<file path="config.mk">
export PLATFORM = sky130hd
export DESIGN_NAME = arsl_top
export DESIGN_NICKNAME = d
export VERILOG_FILES = /design/src/core/arsl_pkg.sv /design/src/core/arsl_top.sv
export SDC_FILE = /design/constraint.sdc
export NUM_CORES = 2
export LEC_CHECK = 0
export ABC_AREA = 1
export BUFFER_PORTS_ARGS = -buffer_cell sky130_fd_sc_hd__buf_2
export CORE_MARGIN = 3
export CORE_UTILIZATION = 63
export DETAILED_ROUTE_END_ITERATION = 12
export PLACE_DENSITY = 0.82
export SLEW_MARGIN = 40
export SYNTH_ARGS = -nofsm -noshare
export SYNTH_HDL_FRONTEND = slang
export SYNTH_SLANG_ARGS = --single-unit
</file>
<file path="constraint.sdc">
create_clock -name clk -period 27.2 [get_ports clk]
set_input_delay 5.44 -clock clk [delete_from_list [all_inputs] [get_ports clk]]
set_output_delay 5.44 -clock clk [all_outputs]
set_load 0.1 [all_outputs]
</file>
<file path="src/core/arsl_pkg.sv">
// Constants for analog reference selection, reference save and loss detection.
// Assumes one 10 MHz control clock and an AXI4-Lite register bus.
package arsl_pkg;
    localparam int ARSL_CLK_HZ = 10000000;
    localparam int ARSL_LOSS_WINDOW_MS = 400;
    localparam int ARSL_LOSS_WINDOW_CYC = ARSL_LOSS_WINDOW_MS * (ARSL_CLK_HZ / 1000);
    localparam int ARSL_SAMPLE_US = 10000;
    localparam int ARSL_SAMPLE_CYC = ARSL_SAMPLE_US * (ARSL_CLK_HZ / 1000000);
    localparam int ARSL_LOSS_PCT = 10;
    localparam int ARSL_SAMPLES = ARSL_LOSS_WINDOW_MS * 1000 / ARSL_SAMPLE_US;

    localparam logic [4:0] ARSL_FN_NONE = 5'h00;
    localparam logic [4:0] ARSL_FN_AUX1 = 5'h01;
    localparam logic [4:0] ARSL_FN_AUX2 = 5'h02;
    localparam logic [4:0] ARSL_FN_PID_CMD = 5'h03;
    localparam logic [4:0] ARSL_FN_PID_FB = 5'h05;
    localparam logic [4:0] ARSL_FN_RATIO = 5'h06;
    localparam logic [4:0] ARSL_FN_TLIM_A = 5'h07;
    localparam logic [4:0] ARSL_FN_TLIM_B = 5'h08;
    localparam logic [4:0] ARSL_FN_TRQ = 5'h0a;
    localparam logic [4:0] ARSL_FN_TRQ_I = 5'h0b;
    localparam logic [4:0] ARSL_FN_MON = 5'h14;

    localparam logic [9:0] ARSL_RATIO_STOP = 10'h000;
    localparam logic [9:0] ARSL_RATIO_MIN = 10'h014;
    localparam logic [9:0] ARSL_RATIO_MAX = 10'h078;
    localparam logic [9:0] ARSL_RATIO_UNITY = 10'h064;
    localparam logic [9:0] ARSL_RATIO_OFF = 10'h3e7;

    // Register byte offsets
    localparam logic [7:0] ARSL_REG_FSEL = 8'h00;
    localparam logic [7:0] ARSL_REG_CFG = 8'h04;
    localparam logic [7:0] ARSL_REG_KEYREF = 8'h08;
    localparam logic [7:0] ARSL_REG_SAVED = 8'h0c;
    localparam logic [7:0] ARSL_REG_FREQ = 8'h10;
    localparam logic [7:0] ARSL_REG_STAT = 8'h14;
    localparam logic [7:0] ARSL_REG_IRQ_ST = 8'h18;
    localparam logic [7:0] ARSL_REG_IRQ_CLR = 8'h1c;
    localparam logic [7:0] ARSL_REG_IRQ_EN = 8'h20;
    localparam logic [7:0] ARSL_REG_LEVEL = 8'h24;

    localparam logic [14:0] ARSL_FSEL_RST = 15'h0000;
    localparam logic [10:0] ARSL_CFG_RST = 11'h3e7;
    localparam logic [1:0] ARSL_RESP_OK = 2'h0;
    localparam logic [1:0] ARSL_RESP_ERR = 2'h2;

    typedef enum logic [1:0] {
        ARSL_NORMAL = 2'b00,
        ARSL_LOST = 2'b01
    } arsl_state_t;
endpackage

</file>
<file path="src/core/arsl_top.sv">
// Analog input function routing, keypad reference save and reference loss supervision.
// Assumes analog values arrive already digitised, synchronous to clk, 16 bits unsigned.
//
// Chosen here: the register addresses and the AXI4-Lite register port.
`timescale 1ns/1ns
`default_nettype none
module arsl_top
    import arsl_pkg::*;
#(
    parameter int W = 16,
    parameter int SAMPLE_CYC = ARSL_SAMPLE_CYC
)
(
    // Clock and reset
    input wire logic clk,
    input wire logic nrst,
    // AXI4-Lite write
    input wire logic [7:0] s_axi_awaddr,
    input wire logic s_axi_awvalid,
    output logic s_axi_awready,
    input wire logic [31:0] s_axi_wdata,
    input wire logic [3:0] s_axi_wstrb,
    input wire logic s_axi_wvalid,
    output logic s_axi_wready,
    output logic [1:0] s_axi_bresp,
    output logic s_axi_bvalid,
    input wire logic s_axi_bready,
    // AXI4-Lite read
    input wire logic [7:0] s_axi_araddr,
    input wire logic s_axi_arvalid,
    output logic s_axi_arready,
    output logic [31:0] s_axi_rdata,
    output logic [1:0] s_axi_rresp,
    output logic s_axi_rvalid,
    input wire logic s_axi_rready,
    // Analog terminals, unfiltered and filtered
    input wire logic [W-1:0] term_a_raw,
    input wire logic [W-1:0] term_b_raw,
    input wire logic [W-1:0] term_c_raw,
    input wire logic [W-1:0] term_a_filt,
    input wire logic [W-1:0] term_b_filt,
    input wire logic [W-1:0] term_c_filt,
    // Frequency sources
    input wire logic [1:0] cmd_src_sel,
    input wire logic [W-1:0] secondary_cmd,
    input wire logic [W-1:0] multistep_cmd,
    input wire logic [1:0] analog_cmd_sel,
    // Keypad and power
    input wire logic save_key,
    input wire logic power_fail,
    input wire logic power_up,
    // Results
    output logic [W-1:0] final_freq,
    output logic decel_stop,
    output logic ref_loss,
    output logic [W-1:0] pid_cmd,
    output logic [W-1:0] pid_fb,
    output logic [W-1:0] tlim_a,
    output logic [W-1:0] tlim_b,
    output logic [W-1:0] trq_cmd,
    output logic [W-1:0] trq_i_cmd,
    output logic [W-1:0] monitor_val,
    output logic irq
);
    localparam int SCW = $clog2(SAMPLE_CYC + 1);
    localparam int NS = ARSL_SAMPLES;

    // Lowest-numbered terminal carrying the code wins
    function automatic logic [W-1:0] pick(input logic [4:0] code, input logic [14:0] fs,
        input logic [W-1:0] a, input logic [W-1:0] b, input logic [W-1:0] c);
        logic [W-1:0] r;
        r = '0;
        if (fs[4:0] == code)
            r = a;
        else if (fs[9:5] == code)
            r = b;
        else if (fs[14:10] == code)
            r = c;
        return r;
    endfunction

    function automatic logic has(input logic [4:0] code, input logic [14:0] fs);
        return (fs[4:0] == code) || (fs[9:5] == code) || (fs[14:10] == code);
    endfunction

    // Percent scaling of a level
    function automatic logic [W-1:0] pct(input logic [W-1:0] v, input logic [9:0] p);
        logic [W+9:0] m;
        m = v * p;
        m = m / (W+10)'(100);
        return (m > (W+10)'({W{1'b1}})) ? {W{1'b1}} : m[W-1:0];
    endfunction

    // Register file
    logic [14:0] fsel_q;
    logic [10:0] cfg_q;
    logic [W-1:0] keyref_q, saved_q;
    logic [1:0] irq_st_q, irq_en_q;

    // AXI4-Lite slave
    logic aw_full_q, w_full_q;
    logic [7:0] awaddr_q;
    logic [31:0] wdata_q;
    logic [3:0] wstrb_q;
    logic bvalid_q, rvalid_q;
    logic [31:0] rdata_q;
    logic [1:0] bresp_q, rresp_q;

    assign s_axi_awready = !aw_full_q && !bvalid_q;
    assign s_axi_wready = !w_full_q && !bvalid_q;
    assign s_axi_bvalid = bvalid_q;
    assign s_axi_bresp = bresp_q;
    assign s_axi_arready = !rvalid_q;
    assign s_axi_rvalid = rvalid_q;
    assign s_axi_rdata = rdata_q;
    assign s_axi_rresp = rresp_q;

    wire do_wr = aw_full_q && w_full_q && !bvalid_q;
    wire wr_ok = (awaddr_q == ARSL_REG_FSEL) || (awaddr_q == ARSL_REG_CFG) ||
        (awaddr_q == ARSL_REG_KEYREF) || (awaddr_q == ARSL_REG_IRQ_CLR) || (awaddr_q == ARSL_REG_IRQ_EN);
    wire [31:0] wmask = {{8{wstrb_q[3]}}, {8{wstrb_q[2]}}, {8{wstrb_q[1]}}, {8{wstrb_q[0]}}};
    wire [31:0] wmerge_fsel = ({17'h0, fsel_q} & ~wmask) | (wdata_q & wmask);
    wire [31:0] wmerge_cfg = ({21'h0, cfg_q} & ~wmask) | (wdata_q & wmask);
    wire [31:0] wmerge_key = ({{(32-W){1'b0}}, keyref_q} & ~wmask) | (wdata_q & wmask);
    wire [31:0] wmerge_en = ({30'h0, irq_en_q} & ~wmask) | (wdata_q & wmask);
    wire wr_fsel = do_wr && awaddr_q == ARSL_REG_FSEL;
    wire wr_cfg = do_wr && awaddr_q == ARSL_REG_CFG;
    wire wr_key = do_wr && awaddr_q == ARSL_REG_KEYREF;
    wire wr_clr = do_wr && awaddr_q == ARSL_REG_IRQ_CLR && wstrb_q[0];
    wire wr_en = do_wr && awaddr_q == ARSL_REG_IRQ_EN;

    wire [9:0] ratio_in = wmerge_cfg[9:0];
    wire ratio_legal = (ratio_in == ARSL_RATIO_STOP) || (ratio_in == ARSL_RATIO_OFF) ||
        ((ratio_in >= ARSL_RATIO_MIN) && (ratio_in <= ARSL_RATIO_MAX));

    always_ff @(posedge clk or negedge nrst)
    begin
        if (!nrst)
        begin
            aw_full_q <= 1'b0;
            w_full_q <= 1'b0;
            awaddr_q <= 8'h00;
            wdata_q <= 32'h0;
            wstrb_q <= 4'h0;
            bvalid_q <= 1'b0;
            bresp_q <= ARSL_RESP_OK;
        end
        else
        begin
            if (s_axi_awvalid && s_axi_awready)
            begin
                aw_full_q <= 1'b1;
                awaddr_q <= s_axi_awaddr;
            end
            if (s_axi_wvalid && s_axi_wready)
            begin
                w_full_q <= 1'b1;
                wdata_q <= s_axi_wdata;
                wstrb_q <= s_axi_wstrb;
            end
            if (do_wr)
            begin
                aw_full_q <= 1'b0;
                w_full_q <= 1'b0;
                bvalid_q <= 1'b1;
                bresp_q <= (wr_ok && !(wr_cfg && !ratio_legal)) ? ARSL_RESP_OK : ARSL_RESP_ERR;
            end
            else if (bvalid_q && s_axi_bready)
                bvalid_q <= 1'b0;
        end
    end

    // Sampler and loss supervision signals
    logic [W-1:0] analog_raw;
    logic [W-1:0] hist_q [NS];
    logic [SCW-1:0] scnt_q;
    logic [$clog2(NS+1)-1:0] filled_q;
    logic [W-1:0] latched_q;
    arsl_state_t state_q;
    wire [9:0] ratio = cfg_q[9:0];
    wire save_mode = cfg_q[10];

    always_comb
    begin
        case (analog_cmd_sel)
            2'd0: analog_raw = term_a_raw;
            2'd1: analog_raw = term_b_raw;
            default: analog_raw = term_c_raw;
        endcase
    end

    wire tick = (scnt_q == SCW'(SAMPLE_CYC - 1));
    wire [W-1:0] oldest = hist_q[NS-1];
    // drop below 10% of the oldest sample in the window, once the window is filled
    wire drop = (filled_q == ($clog2(NS+1))'(NS)) &&
        (analog_raw < pct(oldest, 10'(ARSL_LOSS_PCT)));
    wire [W-1:0] rec_thr = (ratio == ARSL_RATIO_STOP || ratio == ARSL_RATIO_OFF) ? pct(latched_q, 10'h014) :
        (ratio >= ARSL_RATIO_UNITY) ? latched_q : pct(latched_q, ratio);
    wire recover = (state_q == ARSL_LOST) && tick && (analog_raw > rec_thr);
    wire declare = (state_q == ARSL_NORMAL) && tick && drop;

    always_ff @(posedge clk or negedge nrst)
    begin
        if (!nrst)
        begin
            scnt_q <= '0;
            filled_q <= '0;
            state_q <= ARSL_NORMAL;
            latched_q <= '0;
            for (int i = 0; i < NS; i++)
                hist_q[i] <= '0;
        end
        else
        begin
            scnt_q <= tick ? '0 : scnt_q + 1'b1;
            if (tick)
            begin
                hist_q[0] <= analog_raw;
                for (int i = 1; i < NS; i++)
                    hist_q[i] <= hist_q[i-1];
                if (filled_q != ($clog2(NS+1))'(NS))
                    filled_q <= filled_q + 1'b1;
            end
            if (declare)
            begin
                state_q <= ARSL_LOST;
                latched_q <= oldest;
            end
            else if (recover)
            begin
                state_q <= ARSL_NORMAL;
                filled_q <= '0;
            end
        end
    end

    always_ff @(posedge clk or negedge nrst)
    begin
        if (!nrst)
        begin
            fsel_q <= ARSL_FSEL_RST;
            cfg_q <= ARSL_CFG_RST;
            keyref_q <= '0;
            saved_q <= '0;
            irq_en_q <= 2'h0;
        end
        else
        begin
            if (wr_fsel)
                fsel_q <= wmerge_fsel[14:0];
            if (wr_cfg && ratio_legal)
                cfg_q <= wmerge_cfg[10:0];
            if (wr_en)
                irq_en_q <= wmerge_en[1:0];
            if (power_up)
                keyref_q <= saved_q;
            else if (wr_key)
                keyref_q <= wmerge_key[W-1:0];
            if (!save_mode && power_fail)
                saved_q <= keyref_q;
            else if (save_mode && save_key)
                saved_q <= keyref_q;
        end
    end

    // Frequency composition
    // function routing with priority
    wire [W-1:0] aux1 = pick(ARSL_FN_AUX1, fsel_q, term_a_filt, term_b_filt, term_c_filt);
    wire [W-1:0] aux2 = pick(ARSL_FN_AUX2, fsel_q, term_a_filt, term_b_filt, term_c_filt);
    wire [W-1:0] ratio_v = pick(ARSL_FN_RATIO, fsel_q, term_a_filt, term_b_filt, term_c_filt);
    logic [W-1:0] analog_filt, base;
    always_comb
    begin
        case (analog_cmd_sel)
            2'd0: analog_filt = term_a_filt;
            2'd1: analog_filt = term_b_filt;
            default: analog_filt = term_c_filt;
        endcase
        case (cmd_src_sel)
            2'd0: base = keyref_q;
            2'd1: base = analog_filt;
            2'd2: base = secondary_cmd;
            default: base = multistep_cmd;
        endcase
    end
    wire substitute = (state_q == ARSL_LOST) && (ratio != ARSL_RATIO_OFF) && (cmd_src_sel == 2'd1);
    wire [W-1:0] src = substitute ? pct(latched_q, ratio) : base;
    wire [W+1:0] summed = {2'b00, src} + {2'b00, aux2} +
        ((cmd_src_sel <= 2'd1) ? {2'b00, aux1} : '0);
    wire [W-1:0] sat = (summed > (W+2)'({W{1'b1}})) ? {W{1'b1}} : summed[W-1:0];
    // ratio scaling, full scale means unity
    wire [2*W-1:0] scaled = sat * ratio_v;
    wire [W-1:0] fin = has(ARSL_FN_RATIO, fsel_q) ? scaled[2*W-1:W] : sat;

    always_ff @(posedge clk or negedge nrst)
    begin
        if (!nrst)
        begin
            final_freq <= '0;
            decel_stop <= 1'b0;
            ref_loss <= 1'b0;
            pid_cmd <= '0;
            pid_fb <= '0;
            tlim_a <= '0;
            tlim_b <= '0;
            trq_cmd <= '0;
            trq_i_cmd <= '0;
            monitor_val <= '0;
            irq_st_q <= 2'h0;
        end
        else
        begin
            final_freq <= fin;
            decel_stop <= substitute && ratio == ARSL_RATIO_STOP;
            ref_loss <= (state_q == ARSL_LOST);
            pid_cmd <= pick(ARSL_FN_PID_CMD, fsel_q, term_a_filt, term_b_filt, term_c_filt);
            pid_fb <= pick(ARSL_FN_PID_FB, fsel_q, term_a_filt, term_b_filt, term_c_filt);
            tlim_a <= pick(ARSL_FN_TLIM_A, fsel_q, term_a_filt, term_b_filt, term_c_filt);
            tlim_b <= pick(ARSL_FN_TLIM_B, fsel_q, term_a_filt, term_b_filt, term_c_filt);
            trq_cmd <= pick(ARSL_FN_TRQ, fsel_q, term_a_filt, term_b_filt, term_c_filt);
            trq_i_cmd <= pick(ARSL_FN_TRQ_I, fsel_q, term_a_filt, term_b_filt, term_c_filt);
            monitor_val <= pick(ARSL_FN_MON, fsel_q, term_a_filt, term_b_filt, term_c_filt);
            // Set wins over clear
            irq_st_q <= (irq_st_q & ~(wr_clr ? wdata_q[1:0] : 2'b00)) | {recover, declare};
        end
    end
    assign irq = |(irq_st_q & irq_en_q);

    // Read path
    logic [31:0] rd_mux;
    logic rd_ok;
    always_comb
    begin
        rd_ok = 1'b1;
        case (s_axi_araddr)
            ARSL_REG_FSEL: rd_mux = {17'h0, fsel_q};
            ARSL_REG_CFG: rd_mux = {21'h0, cfg_q};
            ARSL_REG_KEYREF: rd_mux = 32'(keyref_q);
            ARSL_REG_SAVED: rd_mux = 32'(saved_q);
            ARSL_REG_FREQ: rd_mux = 32'(final_freq);
            ARSL_REG_STAT: rd_mux = {30'h0, decel_stop, ref_loss};
            ARSL_REG_IRQ_ST: rd_mux = {30'h0, irq_st_q};
            ARSL_REG_IRQ_CLR: rd_mux = 32'h0;
            ARSL_REG_IRQ_EN: rd_mux = {30'h0, irq_en_q};
            ARSL_REG_LEVEL: rd_mux = 32'(latched_q);
            default:
            begin
                rd_mux = 32'h0;
                rd_ok = 1'b0;
            end
        endcase
    end

    always_ff @(posedge clk or negedge nrst)
    begin
        if (!nrst)
        begin
            rvalid_q <= 1'b0;
            rdata_q <= 32'h0;
            rresp_q <= ARSL_RESP_OK;
        end
        else if (s_axi_arvalid && s_axi_arready)
        begin
            rvalid_q <= 1'b1;
            rdata_q <= rd_mux;
            rresp_q <= rd_ok ? ARSL_RESP_OK : ARSL_RESP_ERR;
        end
        else if (rvalid_q && s_axi_rready)
            rvalid_q <= 1'b0;
    end
endmodule
`default_nettype wire

</file>
# Yosys cells after proc, flatten, opt, wreduce, memory -nomap -nowiden
# Cells that the tools add are included.
# W data, S select, Z words.
[totals]
reg_bits = 939
inputBits = 194
output_inout_bits = 172
word_cells = 285
[classes]
add_sub_neg = 4
n_mul = 4
div = 3
n_lt_le_gt_ge = 10
n_eq_ne = 53
mux = 66
bitwise = 14
reduce_logical = 61
[op_table]
columns = ["op", "n"]
rows = [
  ["$mux W16", 43],
  ["$pmux W16 S9", 1],
  ["$gt A26 B16 Y1 const B", 3],
  ["$pmux W16 S2", 2],
  ["$pmux W16 S3", 1],
  ["$eq A5 B3 Y1 const B", 9],
  ["$eq A5 B4 Y1 const B", 9],
  ["$eq A8 B5 Y1 const B", 5],
  ["$mul A16 B3 Y19 const B", 2],
  ["$and A16 B16 Y16", 2],
  ["$mul A16 B16 Y32", 1],
  ["$eq A5 B2 Y1 const B", 6],
  ["$logic_and A1 B1 Y1", 29],
  ["$div A20 B7 Y26 const B", 1],
  ["$div A21 B7 Y26 const B", 1],
  ["$div A26 B7 Y26 const B", 1],
  ["$mul A16 B10 Y26", 1],
  ["$eq A8 B4 Y1 const B", 3],
  ["$eq A8 B6 Y1 const B", 3],
  ["$mux W6", 4],
  ["$eq A10 B10 Y1 const B", 2],
  ["$logic_not A10 Y1", 2],
  ["$add A17 B16 Y18", 1],
  ["$gt A18 B16 Y1 const B", 1],
  ["37 further kinds", 82],
]

# Longest topological paths before layout
[depth]
ltp_word = 11
depth_mapped = 176
depth_no_buf = 173

# Least setup slack after synthesis
# No wires, ideal clock.
[synth_path]
path_type = "register -> register"
start = "register cfg_q[6]"
end = "register final_freq[15]"
setup_ns = 0.134
arrival_ns = 20.753
t_required_ns = 27.066
path_slack_ns = 6.313
stages_incl_launch_ff = 155
n_path_buf = 3
period_less_slack_ns = 20.887
cell_sequence = "dfstp_2 -> clkbuf_1 -> buf_1 -> nand2_1 -> fa_1 -> inv_1 -> fa_1 -> fa_1 -> fa_1 -> inv_1 -> fa_1 -> inv_1 -> ha_1 -> nand2_1 -> inv_2 -> a21oi_1 -> inv_1 -> a21oi_1 -> [119 not listed] -> nand2_1 -> a21oi_1 -> a211oi_1 -> o21ai_0 -> nand3_1 -> nand2_1 -> and2_1 -> nor2_1 -> inv_1 -> a21oi_1 -> o21ai_0 -> nand3_1 -> nand2_1 -> a21oi_1 -> o221ai_1 -> xor2_1 -> nand2_1 -> o21ai_0"
[synth_between]
elab_chain_len = 11
word_cells_on_any_way = 14
classes_between = "add/sub: 2; mul: 2; div: 1; order compare: 2; eq/ne: 1; mux: 4; reduce/logical: 2"
[synth_rtl]
columns = ["item", "line", "source"]
rows = [
  ["start: declaration", "arsl_top.sv:96", "logic [10:0] cfg_q;"],
  ["start signal: assignment", "arsl_top.sv:252", "cfg_q <= wmerge_cfg[10:0];"],
  ["$mul A16 B10 Y26", "arsl_top.sv:89", "m = v * p;"],
  ["$div A26 B7 Y26", "arsl_top.sv:90", "m = m / (W+10)'(100);"],
  ["$gt A26 B16 Y1", "arsl_top.sv:91", "return (m > (W+10)'({W{1'b1}})) ? {W{1'b1}} : m[W-1:0];"],
  ["$mux W16", "arsl_top.sv:91", ""],
  ["$mux W16 (*)", "arsl_top.sv:287", "wire [W-1:0] src = substitute ? pct(latched_q, ratio) : base;"],
  ["$add A16 B16 Y17 (*)", "arsl_top.sv:288", "wire [W+1:0] summed = {2'b00, src} + {2'b00, aux2} +"],
  ["$add A17 B16 Y18 (*)", "arsl_top.sv:288", ""],
  ["$gt A18 B16 Y1", "arsl_top.sv:290", "wire [W-1:0] sat = (summed > (W+2)'({W{1'b1}})) ? {W{1'b1}} : summed[W-1:0];"],
  ["$mux W16 (*)", "arsl_top.sv:290", ""],
  ["$mul A16 B16 Y32", "arsl_top.sv:292", "wire [2*W-1:0] scaled = sat * ratio_v;"],
  ["$mux W16 (*)", "arsl_top.sv:293", "wire [W-1:0] fin = has(ARSL_FN_RATIO, fsel_q) ? scaled[2*W-1:W] : sat;"],
  ["net fin[15]", "arsl_top.sv:293", ""],
  ["end signal: assignment", "arsl_top.sv:313", "final_freq <= fin;"],
  ["end: declaration", "arsl_top.sv:53", "output logic [W-1:0] final_freq,"],
]
# The timed path passes the listed nets; every way through them passes the cells marked *.
# A chain may end at the register's enable or synchronous reset.

# Worst setup path after layout
[layout_path]
start = "register latched_q[8]"
end = "register final_freq[15]"
[layout_between]
elab_chain_len = 11
[layout_rtl]
columns = ["item", "line", "source"]
rows = [
  ["start: declaration", "arsl_top.sv:178", "logic [W-1:0] latched_q;"],
  ["start signal: assignment", "arsl_top.sv:227", "latched_q <= oldest;"],
  ["$mul A16 B10 Y26 (*)", "arsl_top.sv:89", ""],
  ["$div A26 B7 Y26 (*)", "arsl_top.sv:90", ""],
  ["$gt A26 B16 Y1", "arsl_top.sv:91", ""],
  ["$mux W16 (*)", "arsl_top.sv:91", ""],
  ["$mux W16 (*)", "arsl_top.sv:287", ""],
  ["$add A16 B16 Y17 (*)", "arsl_top.sv:288", ""],
  ["$add A17 B16 Y18 (*)", "arsl_top.sv:288", ""],
  ["$gt A18 B16 Y1", "arsl_top.sv:290", ""],
  ["$mux W16 (*)", "arsl_top.sv:290", ""],
  ["$mul A16 B16 Y32", "arsl_top.sv:292", ""],
  ["$mux W16 (*)", "arsl_top.sv:293", ""],
  ["net fin[15]", "arsl_top.sv:293", ""],
]
# Marks and branches as above.

==> impl_metrics.py <==
metrics = {
    "floorplanning": {
        "die_area_mm2": 0.1027,
        "rows": 114,
        "die_w_um": 320.4,
        "start_util": 0.6392,
        "core_mm2": 0.09742,
        "num_io_pins": 366,
        "die_y_um": 320.4,
    },
    "worst_setup_path": {
        "cpMaxStageDelayCell": "dfrtp_1",
        "critPathCaptureType": "register",
        "worst-path-max-fanout": 15,
        "crit-reg2reg-launch": "latched_q[8]$_DFFE_PN0P_",
        "slowest_delay_ns": 0.94,
        "critical_path_required_ns": 27.74,
        "crit_top_cell": "nand2_1",
        "crit_path_start_kind": "register",
        "crit_start": "latched_q[8]$_DFFE_PN0P_",
        "worstPathArrival_ns": 25.36,
        "path_class": "reg -> reg",
    },
    "drt": {
        "wirelength_mm": 176.5,
        "drt-initial-drc-count": 6280,
        "routedWlPerCell_um": 18.82,
        "via_per_inst": 5.771,
        "postRouteAntennaNets": 0,
        "vias": 54110,
        "firstDrtPassIters": 9,
        "drc": 0,
    },
    "power_and_ir_drop": {
        "p_int_mw": 2.286,
        "p_per_area_mw_per_mm2": 49.29,
        "p_clk_frac": 0.390,
        "power_frac_comb": 0.168,
        "pwr-share-seq": 0.442,
        "p_switching_mw": 1.067,
        "switching_share": 0.3182,
        "ir_drop_v": 0.0001063,
        "p_leak_nw": 35.59,
    },
    "synth": {
        "syn_inst": 7875,
        "synth-seq-cells": 920,
        "syn_area_per_cell_um2": 7.908,
        "netlist_area_mm2": 0.06227,
        "ys.flop_type": "dfrtp_1",
        "synth_edf_count": 0,
        "synth.distinct_cells": 73,
        "yosys_warnings": 0,
        "ys_async_sr_fraction": 1.000,
        "synth-seq-area-share": 0.3699,
    },
    "job": {
        "max_cap_viol_count": 0,
    },
    "cts": {
        "clkLatencyLatePin_ns": 0.70,
        "clkTransAtPathRegs_ns": 0.06,
        "cts_buffer_depth": 3,
        "clock-root-buffer": "clkbuf_16",
        "postCtsSetupBuffers": 0,
        "cts_sinks": 920,
        "cts_hold_buf": 0,
        "cts_buffers": 93,
        "cts_resized": 0,
        "cts_max_level": 3,
        "cts_tree": "built",
    },
    "hold_path": {
        "min_from": "scnt_q[0]$_DFF_PN0_",
        "hp-class": "reg -> reg",
    },
    "placement": {
        "routabilityCongestion": 1.036,
        "hpwl_mm": 128.3,
        "place_ws_ns": 2.956,
        "io_buffer_count": 329,
    },
    "timing": {
        "setup_tns_ns": 0,
        "fin_skew_ns": 0.06241,
        "max_slew.worst_pin.slew_ns": 0.9522,
        "fmax_mhz": 40.30,
        "period_minus_slack_ns": 24.82,
        "slew_headroom": 0.3629,
        "timing.final.ws_setup_ns": 2.384,
        "finalSetupViolations": 0,
        "finalMaxSlewViolations": 0,
        "finalHoldViolCount": 0,
        "fin_crit_sh": 0.9124,
        "rsz0062_at_grt": "no",
    },
    "layout": {
        "mostFrequentLayoutCells": "nand2_1 (1847), inv_1 (1300), o21ai_0 (1097)",
        "nets": 8798,
        "mostFrequentLayoutCell": "nand2_1",
        "layout-drive-gt1-share": 0.1120,
        "utilization": 0.6983,
        "top_regs": "hist_q: 624 flops, scnt_q: 17 flops",
        "regMostFlops": "hist_q",
        "area_growth_pct": 9.240,
        "largest_register_ffs": 624,
        "fillCellCount": 7666,
    },
    "global_route": {
        "grt_pass1_vias": 52520,
        "overflow": 0,
        "grt_pass1_wl_mm": 281.8,
        "grt_start_max_net_pins": 225,
        "grt_usage": 0.3449,
        "antenna_found_initial": 14,
    },
    "status": {
        "run_status": "complete, no violations",
    },
}
[routing by layer]
metal	track usage	wire length (µm)	vias up
li1	-	-	25250
met1	0.4857	72270	25900
met2	0.5070	76090	2473
met3	0.08279	19080	489
met4	0.1632	9022	0
met5	0	0	-
[cell usage after synthesis, types with 53 or more instances]
library cell / number / area [µm²]
o22ai_1: 53 / 331.6
nand2_2: 146 / 913.4
o211ai_1: 152 / 1141
a21oi_1: 168 / 840.8
xor2_1: 83 / 727.0
nor2_1: 389 / 1460
dfrtp_1: 912 / 22820
fa_1: 322 / 6446
clkbuf_1: 308 / 1156
ha_1: 265 / 3316
nand2_1: 1850 / 6944
inv_1: 1306 / 4902
o21ai_0: 1097 / 5490
nand3_1: 240 / 1201
nand4_1: 62 / 387.9
[cell type report]
class / count / area, µm² / area share
Antenna cell: 14 / 35.03 / 0.0005150
Clock buffer: 139 / 2813 / 0.04135
Clock inverter: 25 / 347.8 / 0.005113
Inverter: 1365 / 5155 / 0.07578
Multi-Input combinational cell: 5253 / 32820 / 0.4824
Sequential cell: 920 / 23030 / 0.3386
Tap cell: 1276 / 1597 / 0.02347
Timing Repair Buffer: 384 / 2231 / 0.03279
[cell families (layout without fill, tap and decap cells)]
kind of cell | after synthesis | after routing | synth area share
AOI/OAI and AO/OA | 1648 | 1648 | 0.1476
xor gates and xnor gates | 115 | 115 | 0.01654
adders and majority gates | 587 | 587 | 0.1568
buffers and inverters | 1719 | 1913 | 0.1056
DFF | 920 | 920 | 0.3699
muxes | 13 | 13 | 0.002351
other | 1 | 32 | 0.00006022
and+or+nand+nor | 2872 | 2872 | 0.2012
[worst max-delay path, delay by kind of cell, from the launching register on]
family          cells  cell delay, ns
xor+xnor            2            0.49
flops               1            0.94
buf+inv            16            1.66
simple gates       95           11.16
compound gates     18            2.75
fa+ha+maj          16            7.59
[metrics by stage]
stage               power, mW  instances  hold WS, ns  area [µm²]
global placement        2.036       9194       0.4483       64620
CTS                     3.349       9359       0.4691       67890
detailed placement      2.046       9195       0.4535       64730
finish                  3.353       9376       0.4635       68030
floorplan               1.824       7892       0.3746       62340
global route            3.463       9370       0.4955       68010
[power by group through the flow]
stage	Sequential [mW]	Combinational, mW	Clock [mW]
floorplan	1.57	0.255	0
global placement	1.50	0.535	0
detailed placement	1.50	0.544	0
CTS	1.48	0.546	1.32
global route	1.48	0.596	1.38
finish	1.48	0.562	1.31
[path summary, 6_finish.rpt]
check,end,depth (start not counted),slack (ns)
min reg2reg,scnt_q[0]$_DFF_PN0_,1,0.46
min,scnt_q[0]$_DFF_PN0_,1,0.46
max in group asynchronous,tlim_b[4]$_DFF_PN0_,5,19.72
max reg2reg,final_freq[15]$_DFF_PN0_,147,2.38
min in group asynchronous,hist_q[578]$_DFFE_PN0N_,1,4.67
max,final_freq[15]$_DFF_PN0_,147,2.38
No activity file was read; power rests on OpenSTA's default activity.
